$ cat src/txdaf_pkg.sv
`default_nettype none
package txdaf_pkg;
  // Register bus geometry
  localparam int ADDR_W = 8;
  localparam int DATA_W = 32;
  localparam logic [7:0] REG_CTRL = 8'h00;
  localparam logic [7:0] REG_DESC0 = 8'h04;
  localparam logic [7:0] REG_DESC1 = 8'h08;
  localparam logic [7:0] REG_DESC2 = 8'h0C;
  localparam logic [7:0] REG_DESC3 = 8'h10;
  localparam logic [7:0] REG_STAT = 8'h14;
  localparam logic [7:0] REG_FLEN = 8'h18;
  localparam int BUF_SEL_BIT = 7;
  // Descriptor word fields
  localparam int OWN_BIT = 31;
  localparam int CA_BIT = 31;
  localparam int VA_BIT = 30;
  localparam int VT_BIT = 29;
  localparam int DT_HI = 29;
  localparam int DT_LO = 28;
  localparam int AC_BIT = 27;
  localparam int FS_BIT = 26;
  localparam int LS_BIT = 25;
  localparam int IC_BIT = 24;
  localparam int HP_BIT = 25;
  localparam int IF_BIT = 26;
  localparam int BS_HI = 30;
  localparam int BS_LO = 16;
  localparam int PO_HI = 8;
  // Status word fields
  localparam int ES_BIT = 15;
  localparam int TO_BIT = 14;
  localparam int SE_BIT = 13;
  localparam int LE_BIT = 12;
  localparam int LO_BIT = 11;
  localparam int NC_BIT = 10;
  localparam int LC_BIT = 9;
  localparam int EC_BIT = 8;
  localparam int HF_BIT = 7;
  localparam int CC_HI = 6;
  localparam int CC_LO = 3;
  localparam int TN_BIT = 2;
  localparam int UF_BIT = 1;
  // Control and status register bits
  localparam int AF_PROM_BIT = 0;
  localparam int AF_MULTI_BIT = 1;
  localparam int ST_TI_BIT = 0;
  localparam int ST_BUSY_BIT = 1;
  localparam int ST_HASH_BIT = 2;
  localparam int ST_INV_BIT = 3;
  // Data type codes
  localparam logic [1:0] DT_NORMAL = 2'h0;
  localparam logic [1:0] DT_SETUP = 2'h2;
  localparam logic [1:0] DT_DIAG = 2'h3;
  // Frame and filter figures
  localparam logic [15:0] MIN_FRAME = 16'h0040;
  localparam logic [14:0] SETUP_LEN = 15'h0080;
  localparam int BUF_WORDS = 32;
  localparam int PERFECT_ENTRIES = 16;
  localparam int HASH_PHYS_WORD = 26;
  localparam logic [31:0] CRC_POLY = 32'h04C11DB7;
  localparam logic [31:0] CRC_INIT = 32'hFFFFFFFF;
  typedef enum logic [2:0] {
    ST_IDLE = 3'b000,
    ST_DECODE = 3'b001,
    ST_SETUP_WAIT = 3'b010,
    ST_SETUP = 3'b011,
    ST_TX_WAIT = 3'b100
  } txdaf_state_type;
endpackage
`default_nettype wire

$ cat src/txdaf_hash.sv
`default_nettype none
// Hash index of a destination address: serial CRC, low address bit first
module txdaf_hash (
  input wire logic [47:0] addr_i,
  output logic [8:0] index_o
);
  import txdaf_pkg::*;

  // Bit-serial CRC unrolled over the 48 address bits
  always_comb begin
    logic [31:0] s;
    logic fb;
    s = CRC_INIT;
    fb = 1'b0;
    for (int j = 0; j < 48; j++) begin
      fb = s[31] ^ addr_i[j];
      s = {s[30:0], 1'b0} ^ (fb ? CRC_POLY : 32'h00000000);
    end
    // Top nine residue bits, highest stage landing in the low index bit
    for (int m = 0; m < 9; m++) begin
      index_o[8-m] = s[23+m];
    end
  end
endmodule
`default_nettype wire

$ cat src/txdaf_top.sv
`default_nettype none
module txdaf_top (
  input wire logic clk_i,
  input wire logic rst_n_i,
  input wire logic [txdaf_pkg::ADDR_W-1:0] addr_i,
  input wire logic [txdaf_pkg::DATA_W-1:0] wr_data_i,
  input wire logic wr_en_i,
  input wire logic rd_en_i,
  output logic [txdaf_pkg::DATA_W-1:0] rd_data_o,
  input wire logic tx_running_i,
  input wire logic rx_busy_i,
  input wire logic tx_done_i,
  input wire logic [14:0] tx_report_i,
  input wire logic loopback_i,
  input wire logic dest_valid_i,
  input wire logic [47:0] dest_addr_i,
  output logic seg_req_o,
  output logic [31:0] seg_addr_o,
  output logic seg_is_pte_o,
  output logic seg_pte_kind_o,
  output logic [8:0] seg_offset_o,
  output logic [14:0] seg_len_o,
  output logic [1:0] content_type_o,
  output logic frame_end_o,
  output logic [15:0] frame_len_o,
  output logic crc_append_o,
  output logic pad_o,
  output logic chain_o,
  output logic desc_done_o,
  output logic rx_disengage_o,
  output logic tx_interrupt_flag_o,
  output logic filter_valid_o,
  output logic filter_accept_o
);
  import txdaf_pkg::*;

  typedef struct packed {
    txdaf_state_type st;
    logic [BUF_WORDS-1:0][31:0] sbuf;
    logic [BUF_WORDS-1:0][31:0] ftab;
    logic hash_mode;
    logic inverse;
    logic [1:0] af;
    logic own;
    logic [15:0] stat;
    logic [31:0] w1;
    logic [31:0] w2;
    logic [31:0] w3;
    logic [15:0] flen;
    logic inh;
    logic ti;
    logic [31:0] rdata;
    logic seg_req;
    logic [31:0] seg_addr;
    logic seg_pte;
    logic seg_kind;
    logic [8:0] seg_off;
    logic [14:0] seg_len;
    logic [1:0] ctype;
    logic frame_end;
    logic [15:0] frame_len;
    logic crc_app;
    logic pad;
    logic chain;
    logic done;
    logic disengage;
    logic fvalid;
    logic faccept;
  } txdaf_regs_type;

  txdaf_regs_type q;
  txdaf_regs_type d;

  // Byte count of a descriptor's size word
  function automatic logic [14:0] txdaf_size(input logic [31:0] w);
    txdaf_size = w[BS_HI:BS_LO];
  endfunction

  // Data type code of a descriptor's control word
  function automatic logic [1:0] txdaf_type(input logic [31:0] w);
    txdaf_type = w[DT_HI:DT_LO];
  endfunction

  logic [8:0] hash_idx;
  logic [PERFECT_ENTRIES-1:0] pmatch;
  logic [511:0] hash_bits;

  txdaf_hash u_hash (
    .addr_i(dest_addr_i),
    .index_o(hash_idx)
  );

  // One comparator per stored perfect entry, two longwords each
  for (genvar i = 0; i < PERFECT_ENTRIES; i++) begin : g_pm
    assign pmatch[i] = dest_addr_i ==
      {q.ftab[2*i+1][15:0], q.ftab[2*i]};
  end

  // The first sixteen longwords, bit 0 of word 0 is index 0
  assign hash_bits = q.ftab[15:0];

  always_comb begin
    logic [14:0] bs;
    logic [15:0] nlen;
    logic ninh;
    logic [14:0] rep;
    logic es;
    logic mcast;
    logic acc;
    d = q;
    bs = txdaf_size(q.w2);
    nlen = 16'h0000;
    ninh = 1'b0;
    rep = tx_report_i;
    es = 1'b0;
    mcast = dest_addr_i[0];
    acc = 1'b0;

    // Strobes and pulses last a single cycle
    d.rdata = 32'h00000000;
    d.seg_req = 1'b0;
    d.frame_end = 1'b0;
    d.chain = 1'b0;
    d.done = 1'b0;
    d.fvalid = 1'b0;

    // Read data is produced for the cycle after the read strobe only
    if (rd_en_i) begin
      if (addr_i[BUF_SEL_BIT]) begin
        d.rdata = q.sbuf[addr_i[6:2]];
      end else begin
        unique case (addr_i)
          REG_CTRL: d.rdata = {30'h00000000, q.af};
          REG_DESC0: d.rdata = {q.own, 15'h0000, q.stat};
          REG_DESC1: d.rdata = q.w1;
          REG_DESC2: d.rdata = q.w2;
          REG_DESC3: d.rdata = q.w3;
          REG_STAT: begin
            d.rdata[ST_TI_BIT] = q.ti;
            d.rdata[ST_BUSY_BIT] = q.st != ST_IDLE;
            d.rdata[ST_HASH_BIT] = q.hash_mode;
            d.rdata[ST_INV_BIT] = q.inverse;
          end
          REG_FLEN: d.rdata = {16'h0000, q.flen};
          default: d.rdata = 32'h00000000;
        endcase
      end
    end

    // Software writes; descriptor words are locked while a hand-off runs
    if (wr_en_i) begin
      if (addr_i[BUF_SEL_BIT]) begin
        d.sbuf[addr_i[6:2]] = wr_data_i;
      end else begin
        unique case (addr_i)
          REG_CTRL: d.af = wr_data_i[1:0];
          REG_DESC1: if (q.st == ST_IDLE) d.w1 = wr_data_i;
          REG_DESC2: if (q.st == ST_IDLE) d.w2 = wr_data_i;
          REG_DESC3: if (q.st == ST_IDLE) d.w3 = wr_data_i;
          REG_DESC0: begin
            if (q.st == ST_IDLE && wr_data_i[OWN_BIT]) begin
              d.own = 1'b1;
              d.stat = 16'h0000;
              d.st = ST_DECODE;
            end
          end
          REG_STAT: if (wr_data_i[ST_TI_BIT]) d.ti = 1'b0;
          default: ;
        endcase
      end
    end

    // Descriptor processing
    unique case (q.st)
      ST_IDLE: ;
      ST_DECODE: begin
        if (q.w1[CA_BIT]) begin
          // Chain word points at the next descriptor; ownership kept
          d.chain = 1'b1;
          d.seg_addr = q.w3;
          d.done = 1'b1;
          d.st = ST_IDLE;
        end else if (txdaf_type(q.w1) == DT_SETUP) begin
          d.st = ST_SETUP_WAIT;
        end else begin
          // Start of frame resets the sum and samples the inhibit
          if (q.w1[FS_BIT]) begin
            nlen = {1'b0, bs};
            ninh = q.w1[AC_BIT];
          end else begin
            nlen = q.flen + {1'b0, bs};
            ninh = q.inh;
          end
          d.flen = nlen;
          d.inh = ninh;
          // A zero-size buffer is passed over with no fetch
          if (bs != 15'h0000) begin
            d.seg_req = 1'b1;
            d.seg_addr = q.w3;
            d.seg_pte = q.w1[VA_BIT];
            d.seg_kind = q.w1[VA_BIT] & q.w1[VT_BIT];
            // Offset only matters for a translated buffer
            d.seg_off = q.w1[VA_BIT] ? q.w2[PO_HI:0] : 9'h000;
            d.seg_len = bs;
            d.ctype = txdaf_type(q.w1);
          end
          if (q.w1[LS_BIT]) begin
            d.frame_end = 1'b1;
            d.frame_len = nlen;
            d.pad = nlen < MIN_FRAME;
            d.crc_app = !ninh || (nlen < MIN_FRAME);
            d.st = ST_TX_WAIT;
          end else begin
            d.own = 1'b0;
            d.done = 1'b1;
            d.st = ST_IDLE;
          end
        end
      end
      ST_TX_WAIT: begin
        if (tx_done_i) begin
          // Summary comes from the raw report and is always valid
          es = rep[UF_BIT] | rep[TN_BIT] | rep[EC_BIT] | rep[LC_BIT] |
            rep[NC_BIT] | rep[LO_BIT] | rep[LE_BIT] | rep[TO_BIT];
          if (rep[EC_BIT]) begin
            rep[CC_HI:CC_LO] = 4'h0;
          end
          if (rep[UF_BIT] || rep[TO_BIT] || loopback_i) begin
            rep[LO_BIT] = 1'b0;
            rep[HF_BIT] = 1'b0;
          end
          if (rep[UF_BIT] || loopback_i) begin
            rep[NC_BIT] = 1'b0;
          end
          rep[SE_BIT] = 1'b0;
          d.stat = {es, rep};
          d.own = 1'b0;
          d.done = 1'b1;
          if (q.w1[IC_BIT]) begin
            d.ti = 1'b1;
          end
          d.st = ST_IDLE;
        end
      end
      ST_SETUP_WAIT: begin
        // Earlier frames are already done since descriptors run in order
        if (tx_running_i && !rx_busy_i) begin
          d.disengage = 1'b1;
          d.st = ST_SETUP;
        end
      end
      ST_SETUP: begin
        if (bs == SETUP_LEN) begin
          // Whole table is replaced at once, never half-loaded
          d.ftab = q.sbuf;
          d.hash_mode = q.w1[HP_BIT];
          d.inverse = q.w1[IF_BIT];
        end else begin
          d.stat[SE_BIT] = 1'b1;
          d.stat[ES_BIT] = 1'b1;
        end
        d.own = 1'b0;
        d.done = 1'b1;
        d.disengage = 1'b0;
        if (q.w1[IC_BIT]) begin
          d.ti = 1'b1;
        end
        d.st = ST_IDLE;
      end
      default: d.st = ST_IDLE;
    endcase

    // Address filter verdict, one cycle after the destination strobe
    if (q.af[AF_PROM_BIT]) begin
      acc = 1'b1;
    end else if (mcast && q.af[AF_MULTI_BIT]) begin
      acc = 1'b1;
    end else if (q.hash_mode) begin
      if (mcast) begin
        acc = hash_bits[hash_idx];
      end else begin
        acc = dest_addr_i == {q.ftab[HASH_PHYS_WORD+1][15:0],
          q.ftab[HASH_PHYS_WORD]};
      end
    end else begin
      // Cleared table holds zero entries, so only zero matches
      acc = (|pmatch) ^ q.inverse;
    end
    if (dest_valid_i) begin
      d.fvalid = 1'b1;
      d.faccept = acc;
    end
  end

  // Single state register; the table comes up all zero
  always_ff @(posedge clk_i or negedge rst_n_i) begin
    if (!rst_n_i) begin
      q <= '0;
    end else begin
      q <= d;
    end
  end

  // Every output is a flip-flop of the state record
  assign rd_data_o = q.rdata;
  assign seg_req_o = q.seg_req;
  assign seg_addr_o = q.seg_addr;
  assign seg_is_pte_o = q.seg_pte;
  assign seg_pte_kind_o = q.seg_kind;
  assign seg_offset_o = q.seg_off;
  assign seg_len_o = q.seg_len;
  assign content_type_o = q.ctype;
  assign frame_end_o = q.frame_end;
  assign frame_len_o = q.frame_len;
  assign crc_append_o = q.crc_app;
  assign pad_o = q.pad;
  assign chain_o = q.chain;
  assign desc_done_o = q.done;
  assign rx_disengage_o = q.disengage;
  assign tx_interrupt_flag_o = q.ti;
  assign filter_valid_o = q.fvalid;
  assign filter_accept_o = q.faccept;
endmodule
`default_nettype wire
$ cat config.mk
export PLATFORM = sky130hd
export DESIGN_NAME = txdaf_top
export DESIGN_NICKNAME = d
export VERILOG_FILES = /design/src/txdaf_pkg.sv /design/src/txdaf_hash.sv /design/src/txdaf_top.sv
export SDC_FILE = /design/constraint.sdc
export NUM_CORES = 2
export LEC_CHECK = 0
export BUFFER_PORTS_ARGS = -buffer_cell sky130_fd_sc_hd__clkbuf_2
export CAP_MARGIN = 25
export CORE_MARGIN = 4
export CORE_UTILIZATION = 55
export DETAILED_ROUTE_END_ITERATION = 8
export PLACE_DENSITY = 0.74
export SYNTH_ARGS = -nofsm -noshare
export SYNTH_HDL_FRONTEND = slang
export SYNTH_SLANG_ARGS = --single-unit
$ cat constraint.sdc
create_clock -name clk_i -period 3.57 [get_ports clk_i]
set_input_delay 0 -clock clk_i [delete_from_list [all_inputs] [get_ports clk_i]]
set_output_delay 0 -clock clk_i [all_outputs]
set_load 0.01 [all_outputs]
==> impl_metrics.tcl <==
set metrics [dict create \
    fin_crit_ns 4.843 \
    io_buffer_count 228 \
    die_w_um 448.9 \
    critPathCapture "filter_accept_o" \
    layout-drive-gt1-share 0.4716 \
    required_ns 4.35 \
    dp_slack_ns -2.301 \
    fp-row-count 161 \
    critical_path_class "input pin to register" \
    synth_cells 7589 \
    rrSetupSlack_ns -1.08 \
    end_kind "register" \
    fin_worst_skew_ns 0.04596 \
    synthTopCellsByCount "dfrtp_1 (2175), mux2_2 (2091), xnor2_1 (705)" \
    gp_congestion 1.048 \
    ys_seq_area_frac 0.5090 \
    max-cap-violations 0 \
    synthDistinctLibCells 69 \
    grt_pass1_wl_um 584700 \
    setup_violations 1 \
    yosys-top-cells-area "dfrtp_1 (51%), mux2_2 (22%), mux4_2 (7.7%), xnor2_1 (5.8%), xor2_1 (1.9%)" \
    r2r_cells 17 \
    syn-cell-area_um2 106900 \
    synthMostInstantiatedCell "dfrtp_1" \
    startpoint "dest_addr_i[4]" \
    cts.clk_slew.worst_paths_ns 0.06 \
    outcome "finished, violations left" \
    grt_busiest_layer "met2" \
    cts_tree "yes" \
    insertion_delay_ns 0.89 \
    violations "setup timing" \
    area_delta_synth_final_pct 16.25 \
    crit_path_start_kind "input pin" \
    slew_viol_final 0 \
    clk_path_buf_depth 3 \
    detail_route.wl_per_cell_um 38.46 \
    drt-vias-per-instance 6.731 \
    htree_levels 4 \
    grt_max_degree 172 \
    fmax_ghz 0.2065 \
    grt_pass1_vias 73702 \
    grt_overflow 0 \
    drt-total-wl_um 420200 \
    synth_top_area_share 0.5090 \
    reg2reg_from "hash_bits[158]" \
    synth_seq_cells 2175 \
    use_met3 0.1368 \
    grt_usage 0.4121 \
    start_util 0.5540 \
    cts.sinks 2175 \
    cts_buffers 219 \
    rr_endpoint "filter_accept_o" \
    io_pins 230 \
    synth_nets 7717 \
    hpwl_um 295000 \
    synth_top_area_cell "dfrtp_1" \
    rsz0062_at_grt "yes" \
    firstDrtPassIters 6 \
    post-route-period-util 1.357 \
    cts-root-buf "clkbuf_16" \
    grt_use_met2 0.5739 \
    drt_iter0_drc 9921 \
    coreArea_um2 193000 \
    die_y_um 448.9 \
    cp.arrival_ns 5.62 \
    synthArstFlopShare 1.000 \
    dieArea_um2 201500 \
    finalWorstSetupSlack_ns -1.273 \
    hold_viol 0 \
    slew_headroom 0.2603 \
    antenna_found_initial 28 \
    final_net_count 8336 \
    critPathMaxFanout 28 \
    synth_edf_count 0 \
    synth-main-ff-cell "dfrtp_1" \
    tightest_slew_ns 1.110 \
    fillers 14166 \
    num_vias 73549 \
    grt_use_met1 0.5535 \
    min_path_type "input pin to register" \
    syn_area_per_cell_um2 14.09 \
    drtAntennaViolNets 0 \
    yosys_warnings 0 \
    drc 0 \
    fin_setup_tns_ns -1.273 \
]
per-stage QoR:
step | hold slack, ns | cell area, um2 | instances | utilization
6_report | 0.06776 | 124300 | 10927 | 0.6441
5_1_grt | 0.05835 | 124300 | 10916 | 0.6439
4_1_cts | 0.007025 | 124100 | 10910 | 0.6430
3_5_place_dp | -0.05388 | 115600 | 10416 | 0.5988
3_3_place_gp | -0.05200 | 115500 | 10415 | 0.5987
2_1_floorplan | -0.2956 | 107300 | 7589 | -
worst max-delay path, stage by stage:
cell and delay, ns:
clkbuf_2 0.11, buf_4 0.16, xnor3_2 0.43, xnor2_4 0.30
buf_12 0.15, xor2_4 0.24, xor3_2 0.37, xnor3_1 0.37
xnor2_1 0.14, xnor3_4 0.46, buf_12 0.24, buf_4 0.22
buf_12 0.24, buf_16 0.25, mux4_2 0.56, mux2i_1 0.27
o21ai_0 0.12, o21ai_0 0.21, o221ai_1 0.26, nand3_1 0.15
a21oi_1 0.07, o221a_1 0.23
repair_timing:
item                                     CTS  global route
endpoints found under the hold margin   3011            14
setup buffers                              2             3
gates resized for setup                   18            35
hold buffers                              89             1
gates cloned                               2             0
pin swaps                                  8            19
endpoints found under the setup margin    11            11
cell type report:
cell class                      count  area, um2  area share
Inverter                           23      86.33   0.0006946
Antenna cell                       13      32.53   0.0002617
Sequential cell                  2175      54430      0.4379
Clock inverter                     78       1056    0.008496
Multi-Input combinational cell   4694      49960      0.4019
Clock buffer                      323       6464     0.05200
Tap cell                         2526       3161     0.02543
Timing Repair Buffer             1095       9109     0.07328
worst min path at each step:
stage | from | depth (start not counted) | slack [ns] | endpoint
6_report | wr_data_i[0] | 3 | 0.07 | q[167]
4_1_cts | wr_data_i[0] | 3 | 0.007 | q[167]
3_3_place_gp | rst_n_i | 1 | -0.05 | async pin
5_1_grt | wr_data_i[0] | 3 | 0.06 | q[135]
3_5_place_dp | rst_n_i | 1 | -0.05 | q[1116]
2_1_floorplan | rst_n_i | 0 | -0.30 | async pin
metal layers:
metal,vias to the layer above,part of all wire
li1,28636,-
met1,39164,0.38
met2,4649,0.42
met3,1088,0.12
met4,12,0.080
met5,-,0.00019
cells by family after synthesis:
| kind of cell | count (synthesis) | synth area share |
|---|---|---|
| mux | 2575 | 0.3082 |
| fa+ha+maj | 16 | 0.001943 |
| xor+xnor | 1014 | 0.09250 |
| buf+inv | 720 | 0.03072 |
| flops | 2175 | 0.5090 |
| simple gates | 663 | 0.03198 |
| compound gates | 426 | 0.02557 |
cell usage in the layout (no fill, tap or decap), types with 84 or more instances in the layout:
master / n
mux2_2: 2091
a21oi_1: 84
clkbuf_16: 221
nand4_1: 162
buf_12: 87
dlygate4sd3_1: 90
nor4_1: 91
nand2_1: 194
xor2_1: 223
dfrtp_1: 2173
buf_4: 685
xnor2_1: 689
clkbuf_2: 215
o21ai_0: 113
mux2i_1: 118
mux4_2: 365
Power is left out: the tool's default activity adds up to more than one toggle a clock period on the data nets, which glitch-free logic cannot reach.
